## src/rtl/dswr_pkg.sv

```systemverilog
// Package of constants and carrier types for the DAC serial word receiver.
package dswr_pkg;

  // ---------------------------------------------------------------
  // Word and framing
  // ---------------------------------------------------------------
  localparam int unsigned WORD_W = 16;
  localparam logic [15:0] WORD_RST = 16'h0000;
  localparam logic [4:0] CELL_CLKS = 5'h10;
  localparam logic [4:0] MID_CELL = 5'h08;
  localparam logic [4:0] DATA_CELLS = 5'h10;
  localparam logic [4:0] STOP_CELL = 5'h11;
  localparam logic [3:0] SUB_RST = 4'h0;
  localparam logic [4:0] CELL_RST = 5'h00;

  // ---------------------------------------------------------------
  // Asynchronous receiver states
  // ---------------------------------------------------------------
  typedef enum logic [1:0]
  {
    DSWR_IDLE = 2'b01,
    DSWR_FRAME = 2'b10
  } dswr_state_t;

  // Synchronised pin levels.
  typedef struct packed
  {
    logic sclk;
    logic sdata;
    logic latch;
    logic fault;
  } dswr_pins_t;

  // Word handed to the converter core.
  typedef struct packed
  {
    logic [15:0] code;
    logic strobe;
  } dswr_word_t;

endpackage : dswr_pkg

```

## src/rtl/dswr_receiver.sv

```systemverilog
// Serial word receiver of a current-loop DAC, 3-wire and asynchronous modes.
// Summary of operation
// - Async word framed by start zero, stop one.
// - Async sampling at middle of each data and stop cell.
// - Cells are sixteen clocks, start after falling edge.
// - Top bit at clock 24, then every 16.
// - Stop bit received updates converter word.
// - Bad stop bit gives one-clock data-out pulse.
// - Framing error discards word, value unchanged.
// - 3-wire shifts on clock, latch loads converter.
// - Latch held high selects asynchronous mode.
// - Fault output active low, open drain.
// - Shift one bit per rising serial clock.
// - Data-out shows bit leaving 16-bit register.
`timescale 1ns/1ps

module dswr_receiver
(
  // Clock and reset
  input wire logic clk,
  input wire logic rst_n,
  // Serial pins from the host
  input wire logic sclk_pin,
  input wire logic sdata_pin,
  input wire logic latch_pin,
  // Serial data out pin
  output logic sdata_out,
  // Loop fault sense from the output stage, active high
  input wire logic loop_fault,
  // Open-drain fault pin, driven low while a fault stands
  output logic fault_n_o,
  output logic fault_n_oe,
  // Converter word
  output logic [15:0] dac_code,
  output logic dac_update,
  output logic async_mode
);

  // ---------------------------------------------------------------
  // Input synchronisers
  // ---------------------------------------------------------------
  // A level counts only once stages two and three agree, which also
  // rejects single-cycle glitches on slow optocoupler edges.
  dswr_pkg::dswr_pins_t s1_r;
  dswr_pkg::dswr_pins_t s2_r;
  dswr_pkg::dswr_pins_t s3_r;
  dswr_pkg::dswr_pins_t pin_r;
  dswr_pkg::dswr_pins_t raw;

  assign raw = '{sclk: sclk_pin, sdata: sdata_pin, latch: latch_pin,
                 fault: loop_fault};

  always_ff @(posedge clk or negedge rst_n)
  begin
    if (!rst_n)
      s1_r <= '{sclk: 1'b0, sdata: 1'b1, latch: 1'b0, fault: 1'b0};
    else
      s1_r <= raw;
  end

  always_ff @(posedge clk or negedge rst_n)
  begin
    if (!rst_n)
      s2_r <= '{sclk: 1'b0, sdata: 1'b1, latch: 1'b0, fault: 1'b0};
    else
      s2_r <= s1_r;
  end

  always_ff @(posedge clk or negedge rst_n)
  begin
    if (!rst_n)
      s3_r <= '{sclk: 1'b0, sdata: 1'b1, latch: 1'b0, fault: 1'b0};
    else
      s3_r <= s2_r;
  end

  genvar gi;
  generate
    for (gi = 0; gi < 4; gi++)
    begin : g_agree
      always_ff @(posedge clk or negedge rst_n)
      begin
        if (!rst_n)
          pin_r[gi] <= (gi == 2);
        else if (s2_r[gi] == s3_r[gi])
          pin_r[gi] <= s2_r[gi];
      end
    end
  endgenerate

  // ---------------------------------------------------------------
  // Edge detection and mode
  // ---------------------------------------------------------------
  logic sclk_d_r;
  logic latch_d_r;
  logic sdata_d_r;
  logic sclk_rise;
  logic latch_rise;
  logic sdata_fall;
  logic mode_async;

  always_ff @(posedge clk or negedge rst_n)
  begin
    if (!rst_n)
      sclk_d_r <= 1'b0;
    else
      sclk_d_r <= pin_r.sclk;
  end

  always_ff @(posedge clk or negedge rst_n)
  begin
    if (!rst_n)
      latch_d_r <= 1'b0;
    else
      latch_d_r <= pin_r.latch;
  end

  // Resets to the idle-high level so no false start follows reset.
  always_ff @(posedge clk or negedge rst_n)
  begin
    if (!rst_n)
      sdata_d_r <= 1'b1;
    else
      sdata_d_r <= pin_r.sdata;
  end

  assign sclk_rise = pin_r.sclk & ~sclk_d_r;
  assign latch_rise = pin_r.latch & ~latch_d_r;
  assign sdata_fall = ~pin_r.sdata & sdata_d_r;
  // Latch held high through a pull-up selects the asynchronous mode.
  assign mode_async = pin_r.latch;

  // ---------------------------------------------------------------
  // Three-wire shift register
  // ---------------------------------------------------------------
  // The register shifts only in 3-wire mode, on each rising clock; the
  // host is expected to keep the latch low while shifting.
  logic [15:0] shift_r;

  always_ff @(posedge clk or negedge rst_n)
  begin
    if (!rst_n)
      shift_r <= dswr_pkg::WORD_RST;
    else if (!mode_async && sclk_rise)
      shift_r <= {shift_r[14:0], pin_r.sdata};
  end

  // ---------------------------------------------------------------
  // Asynchronous receiver
  // ---------------------------------------------------------------
  dswr_pkg::dswr_state_t state_r;
  logic [3:0] sub_r;
  logic [4:0] cell_r;
  logic [15:0] rx_r;
  logic mid_tick;
  logic stop_tick;

  // Counting starts at the first clock edge after the falling edge, so
  // the middle of cell n lands on clock 16n+8 of the frame.
  assign mid_tick = (state_r == dswr_pkg::DSWR_FRAME) && sclk_rise &&
                    ({1'b0, sub_r} == dswr_pkg::MID_CELL - 5'h01);
  assign stop_tick = mid_tick && (cell_r == dswr_pkg::STOP_CELL);

  always_ff @(posedge clk or negedge rst_n)
  begin
    if (!rst_n)
      state_r <= dswr_pkg::DSWR_IDLE;
    else
    begin
      unique case (state_r)
        dswr_pkg::DSWR_IDLE:
        begin
          // Idle line sits high between words.
          if (mode_async && sdata_fall)
            state_r <= dswr_pkg::DSWR_FRAME;
        end
        dswr_pkg::DSWR_FRAME:
        begin
          // Leaving the asynchronous mode abandons the word in flight.
          if (!mode_async || stop_tick)
            state_r <= dswr_pkg::DSWR_IDLE;
        end
        default:
          state_r <= dswr_pkg::DSWR_IDLE;
      endcase
    end
  end

  // ---------------------------------------------------------------
  // Frame counters
  // ---------------------------------------------------------------
  // Held at zero while idle, so a frame always starts from cell zero.
  always_ff @(posedge clk or negedge rst_n)
  begin
    if (!rst_n)
    begin
      sub_r <= dswr_pkg::SUB_RST;
      cell_r <= dswr_pkg::CELL_RST;
    end
    else if (state_r == dswr_pkg::DSWR_IDLE)
    begin
      sub_r <= dswr_pkg::SUB_RST;
      cell_r <= dswr_pkg::CELL_RST;
    end
    else if (sclk_rise)
    begin
      sub_r <= sub_r + 4'h1;
      if (sub_r == 4'hf)
        cell_r <= cell_r + 5'h01;
    end
  end

  // ---------------------------------------------------------------
  // Data capture
  // ---------------------------------------------------------------
  // Data cells 1..16 carry the word, top bit first.
  always_ff @(posedge clk or negedge rst_n)
  begin
    if (!rst_n)
      rx_r <= dswr_pkg::WORD_RST;
    else if (mid_tick && cell_r != dswr_pkg::CELL_RST &&
             cell_r <= dswr_pkg::DATA_CELLS)
      rx_r <= {rx_r[14:0], pin_r.sdata};
  end

  // ---------------------------------------------------------------
  // Converter word and data-out
  // ---------------------------------------------------------------
  dswr_pkg::dswr_word_t word_r;
  logic sdo_r;
  logic load_async;
  logic load_3w;
  logic bad_stop;

  // ---------------------------------------------------------------
  // Load selection
  // ---------------------------------------------------------------
  // The mode follows the latch level, so at the strobe edge the mode
  // already reads as asynchronous; the edge alone marks a 3-wire load.
  assign load_3w = latch_rise && (state_r == dswr_pkg::DSWR_IDLE);
  assign load_async = stop_tick && pin_r.sdata;
  assign bad_stop = stop_tick && !pin_r.sdata;

  always_ff @(posedge clk or negedge rst_n)
  begin
    if (!rst_n)
      word_r <= '{code: dswr_pkg::WORD_RST, strobe: 1'b0};
    else if (load_async)
      word_r <= '{code: rx_r, strobe: 1'b1};
    else if (load_3w)
      word_r <= '{code: shift_r, strobe: 1'b1};
    else
      word_r.strobe <= 1'b0;
  end

  always_ff @(posedge clk or negedge rst_n)
  begin
    if (!rst_n)
      sdo_r <= 1'b0;
    else if (mode_async)
      sdo_r <= bad_stop;
    else
      sdo_r <= shift_r[15];
  end

  // ---------------------------------------------------------------
  // Fault pin and outputs
  // ---------------------------------------------------------------
  // Open drain: only ever pulls low, so several devices share a pull-up.
  logic fault_oe_r;

  always_ff @(posedge clk or negedge rst_n)
  begin
    if (!rst_n)
      fault_oe_r <= 1'b0;
    else
      fault_oe_r <= pin_r.fault;
  end

  // ---------------------------------------------------------------
  // Output registers
  // ---------------------------------------------------------------
  // The fault pin data is always low; only its enable moves.
  logic fault_lvl_r;
  logic mode_out_r;

  always_ff @(posedge clk or negedge rst_n)
  begin
    if (!rst_n)
      fault_lvl_r <= 1'b0;
    else
      fault_lvl_r <= 1'b0;
  end

  always_ff @(posedge clk or negedge rst_n)
  begin
    if (!rst_n)
      mode_out_r <= 1'b0;
    else
      mode_out_r <= mode_async;
  end

  assign fault_n_o = fault_lvl_r;
  assign fault_n_oe = fault_oe_r;
  assign sdata_out = sdo_r;
  assign dac_code = word_r.code;
  assign dac_update = word_r.strobe;
  assign async_mode = mode_out_r;

endmodule : dswr_receiver

```

## config.mk

```make
export PLATFORM = sky130hd
export DESIGN_NAME = dswr_receiver
export DESIGN_NICKNAME = d
export VERILOG_FILES = /design/src/rtl/dswr_pkg.sv /design/src/rtl/dswr_receiver.sv
export SDC_FILE = /design/constraint.sdc
export NUM_CORES = 1
export LEC_CHECK = 0
export BUFFER_PORTS_ARGS = -buffer_cell sky130_fd_sc_hd__clkbuf_2
export CORE_MARGIN = 2
export CORE_UTILIZATION = 55
export DETAILED_ROUTE_END_ITERATION = 10
export HOLD_SLACK_MARGIN = 0.08
export PLACE_DENSITY = 0.71
export SKIP_LAST_GASP = 1
export SLEW_MARGIN = 20
export SYNTH_ARGS = -nofsm -noshare
export SYNTH_HDL_FRONTEND = slang
export SYNTH_SLANG_ARGS = --single-unit
```

## constraint.sdc

```tcl
create_clock -name clk -period 2.1 [get_ports clk]
set_input_delay 0.42 -clock clk [delete_from_list [all_inputs] [get_ports clk]]
set_output_delay 0.42 -clock clk [all_outputs]
set_load 0.01 [all_outputs]
```

# Word-level counts from Yosys, hierarchy flattened
# Cells that the tools add are included.
totals:
  register_bits: 81
  inputBits: 6
  out_inout_bits: 21
  word_cells: 79
classes:
  add_sub_neg: 2
  n_lt_le_gt_ge: 1
  n_eq_ne: 11
  muxes: 12
  bitwise_logic: 6
  n_reduce_logical: 19
op_table:
  columns: ["operator", "n"]
  rows:
  - ["$mux 17", 1]
  - ["$mux 16", 1]
  - ["$mux 5", 3]
  - ["$logic_and 1x1->1", 10]
  - ["$mux 4", 2]
  - ["$reduce_bool 2->1", 3]
  - ["$add 5x1->5 const B", 1]
  - ["$eq 5x5->1 const B", 1]
  - ["$le 5x5->1 const B", 1]
  - ["$reduce_bool 5->1", 1]
  - ["$add 4x1->4 const B", 1]
  - ["$eq 1x1->1", 4]
  - ["$eq 4x3->1 const B", 1]
  - ["$eq 4x4->1 const B", 1]
  - ["$mux 2", 2]
  - ["$pmux 2 s2", 1]
  - ["$reduce_and 2->1", 2]
  - ["$and 1x1->1", 3]
  - ["$not 1->1", 3]
  - ["$eq 2x1->1 const B", 1]
  - ["$eq 2x2->1 const B", 1]
  - ["$logic_not 1->1", 2]
  - ["$mux 1", 2]
  - ["$ne 2x1->1 const B", 1]
  - ["2 further kinds", 2]

# Longest topological paths before layout
logic_depth:
  ltp_word: 8
  ltp_mapped: 8
  ltp_nobuf: 6

# Least setup slack after synthesis
# No wires, ideal clock.
synth_path:
  path_kind: "register to register"
  startpoint: "register cell_r[0]"
  endpoint: "register rx_r[10]"
  setup_time_ps: 125
  t_arrival_ps: 1771
  required_ps: 1975
  setup_slack_ps: 204
  stages_incl_launch_ff: 9
  n_path_buf: 2
  synth_period_minus_slack_ps: 1896
  path_cell_list: "dfrtp_1 inv_1 ha_1 nor3b_1 xor2_1 or3_1 buf_6 buf_12 mux2_4"
synth_via:
  elab_chain_len: 3
  word_cells_on_any_way: 4
  classes_between: "order compare: 1; reduce/logical: 3"
synth_lines:
  columns: ["element", "line_no", "source"]
  rows:
  - ["start, declared", "dswr_receiver.sv:153", "logic [4:0] cell_r;"]
  - ["start signal, assigned", "dswr_receiver.sv:198", "cell_r <= dswr_pkg::CELL_RST;"]
  - ["start signal, assigned", "dswr_receiver.sv:203", "cell_r <= dswr_pkg::CELL_RST;"]
  - ["start signal, assigned", "dswr_receiver.sv:209", "cell_r <= cell_r + 5'h01;"]
  - ["parallel branches: the longest is 2 deep, another holds $le 5x5->1", null, null]
  - ["$logic_and 1x1->1 *", "dswr_receiver.sv:221", "else if (mid_tick && cell_r != dswr_pkg::CELL_RST &&"]
  - ["end signal, assigned", "dswr_receiver.sv:220", "rx_r <= dswr_pkg::WORD_RST;"]
  - ["end signal, assigned", "dswr_receiver.sv:223", "rx_r <= {rx_r[14:0], pin_r.sdata};"]
  - ["end, declared", "dswr_receiver.sv:154", "logic [15:0] rx_r;"]
# Mark *: on every way between the ends.
# A chain may end at the register's enable or synchronous reset.

# Final worst setup path
# Ends and elaborated chain as after synthesis.

==> flow_metrics.tcl <==
set metrics [dict create \
    post_dp_cell_area_sq_um 3420 \
    path_clk_slew_ns 0.08 \
    placementRows 27 \
    die_area_sq_um 6460 \
    drive_gt1_share_pct 36.3 \
    ys_seq_area_share_pct 63.4 \
    tritoncts "built" \
    grt_max_degree 52 \
    cts_sinks 81 \
    htree_num_levels 3 \
    num-nets-final 261 \
    cp-start-kind "flip-flop" \
    yosysWarningCount 0 \
    start_util_pct 57.6 \
    cts_root_buf "clkbuf_8" \
    clock_latency_ns 0.35 \
    rr_worst_depth 7 \
    hold_viol 0 \
    fin_skew_ns 0.00757 \
    reg2reg_from "cell_r[0]$_DFFE_PN0P_" \
    grt-ovfl-total 0 \
    max-vdd-ir-drop_v 0.000606 \
    critical_path_peak_fanout 16 \
    critPathTopFamily "simple AND/OR/NAND/NOR gates" \
    synthArstFlopShare_pct 100 \
    avgSynthCellArea_sq_um 14.8 \
    synth-edff-count 0 \
    status "finished clean" \
    final-max-slew-violation-count 0 \
    synth.most_common_cell "dfrtp_1" \
    cts-resized-gates 0 \
    synthTopCellsByCount "dfrtp_1, mux2_2, a21o_1, a22o_1, mux2_4" \
    grt_pass1_wl_mm 8.43 \
    dr.pass1.iters 4 \
    synth_flop_cell "dfrtp_1" \
    min_from "sdata_pin" \
    yosys-top-cells-area "dfrtp_1, mux2_2, dfstp_2, mux2_4, a22o_1" \
    hold_path_class "in -> reg" \
    r2r-end "rx_r[10]$_DFFE_PN0P_" \
    vias 1774 \
    grt_setup_unrepaired "no" \
    area_growth_pct 14.1 \
    port_buffers 25 \
    first_iter_violations 59 \
    core_sq_um 5570 \
    syn_area_sq_um 3210 \
    via_per_inst 5.41 \
    maxCapViolCount 0 \
    ys_types 40 \
    fin_crit_sh_pct 93.3 \
    synth-seq-cells 81 \
    cts_setup_buffers 0 \
    tightest_slew_ns 0.765 \
    cp_slowest_stage_delay_ns 0.42 \
    cts_buffers 9 \
    num_io_pins 27 \
    critPathArrivalTime_ns 2.19 \
    cts_buffer_depth 2 \
    power_density_nw_per_um2 982 \
    final.setup.tns_ns 0 \
    critPathBufInv 2 \
    slowest_stage "dfrtp_1" \
    track_usage_pct 17.7 \
    cp_data_required_time_ns 2.33 \
    critPathKind "reg -> reg" \
    final_cell_area_sq_um 3660 \
    antenna_found_initial 0 \
    relSlewSlack_pct 49.0 \
    die_h_um 80.4 \
    r2r_slack_ns 0.14 \
    leakage_nw 1.93 \
    wl_per_cell_um 15.5 \
    multi_input_area_sq_um 1070 \
    worst_setup_path_end_kind "flip-flop" \
    finalPower_w 0.00360 \
    grt_pass1_vias 1766 \
    synth_top_cell_by_area "dfrtp_1" \
    syn_inst 217 \
    syn_nets 227 \
    fmax_mhz 510 \
    gp_congestion 0.795 \
    yosysTopAreaCellShare_pct 58.5 \
    dp_hpwl_mm 3.29 \
    cp.depth 7 \
    layout_min_cycle_time_ns 1.96 \
    drt.antenna.violating_nets 0 \
    whs_path_depth 1 \
    fill_cells 402 \
    cp_cell_sequence "inv_1 > ha_1 > nor3b_1 > xor2_1 > or3_1 > buf_4 > mux2_4" \
    seqCellArea_sq_um 2030 \
    antenna_cells 0 \
    drc 0 \
    setup_violations 0 \
    wl_mm 5.07 \
    holdPathEnd "s1_r[2]$_DFF_PN1_" \
    dieWidth_um 80.4 \
]
sequential cells by signal (all words and copies together) (netlist names), 2 cells and up:
signal    cells
cell_r        5
dac_code     16
pin_r         3
rx_r         16
s1_r          4
s2_r          4
s3_r          4
shift_r      16
state_r       2
sub_r         4
how the worst max path moves through the flow:
stage,startpoint,endpoint
finish,cell_r[0]$_DFFE_PN0P_,rx_r[10]$_DFFE_PN0P_
global route,cell_r[0]$_DFFE_PN0P_,rx_r[10]$_DFFE_PN0P_
CTS,cell_r[0]$_DFFE_PN0P_,rx_r[10]$_DFFE_PN0P_
detailed placement,cell_r[0]$_DFFE_PN0P_,rx_r[14]$_DFFE_PN0P_
global placement,cell_r[0]$_DFFE_PN0P_,rx_r[15]$_DFFE_PN0P_
floorplan,cell_r[0]$_DFFE_PN0P_,rx_r[10]$_DFFE_PN0P_
placed cells by master (no fill, tap or decap), types with 2 or more instances in the layout:
master | netlist | routed
nor2b_1 | 2 | 2
ha_1 | 4 | 4
buf_4 | 1 | 7
maj3_1 | 4 | 4
nand4_1 | 2 | 2
dfstp_2 | 6 | 6
clkinv_4 | 0 | 3
bufinv_16 | 0 | 2
a22o_1 | 16 | 16
a21o_1 | 16 | 16
nor3_1 | 2 | 2
dfrtp_1 | 75 | 75
nand2_1 | 3 | 3
inv_1 | 8 | 8
o21ai_0 | 2 | 2
clkbuf_2 | 0 | 24
xnor2_1 | 5 | 5
mux2_4 | 10 | 10
or3_1 | 2 | 2
mux2_2 | 21 | 21
xor2_1 | 2 | 2
and2b_2 | 2 | 2
clkbuf_8 | 0 | 10
nor2_1 | 8 | 8
mux2i_1 | 2 | 2
where the power goes:
| part | internal (W) | leakage [nW] | switching, W |
|---|---|---|---|
| Sequential | 0.00176 | 1.06 | 0.000126 |
| Clock | 0.000706 | 0.116 | 0.000552 |
| Combinational | 0.000233 | 0.763 | 0.000214 |
| Total | 0.00270 | 1.93 | 0.000892 |
per-layer routing:
metal	track usage (%)	vias up	wire (um)	part of all wire, %
met3	4.83	8	170	3.4
li1	-	832	-	-
met2	26.8	25	2370	47
met5	0	-	0	0
met4	7.46	0	70	1.4
met1	24.3	909	2460	49
stage by stage:
stage	hold WS, ns	worst slack, ns	instances	utilization (%)
5_1_grt	0.136	0.0490	328	65.7
6_report	0.151	0.141	328	65.7
3_3_place_gp	0.333	0.221	311	61.4
2_1_floorplan	0.124	0.204	217	-
4_1_cts	0.134	0.121	328	65.7
3_5_place_dp	0.338	0.146	311	61.4
timing repair:
item                                    CTS  global route
endpoints found under the setup margin    0             0
endpoints found under the hold margin    24             0
hold buffers                              1             0
cell families after synthesis:
logic type	after synthesis	synth area share, %
AO/OA/AOI/OAI	37	9.08
XOR/XNOR	7	1.91
flip-flops	81	63.4
buffers and inverters	18	3.12
adder cells (fa/ha/maj)	8	2.81
AND/OR/NAND/NOR	32	6.90
multiplexers	33	12.7
other	1	0.117
cell type report:
type | instances | area share (%)
repair buffers | 33 | 5.54
clock buffers | 10 | 3.76
clock inverters | 6 | 2.49
inverters | 8 | 0.820
multi-input cells | 118 | 29.4
well taps | 72 | 2.46
flip-flops and latches | 81 | 55.6
worst reg2reg max path, cell delays in order (launching register included):
cell and delay, ns:
dfrtp_1 0.42, inv_1 0.11, ha_1 0.15, nor3b_1 0.23
xor2_1 0.09, or3_1 0.31, buf_4 0.22, mux2_4 0.32
Power figures use the tool's default switching activity.
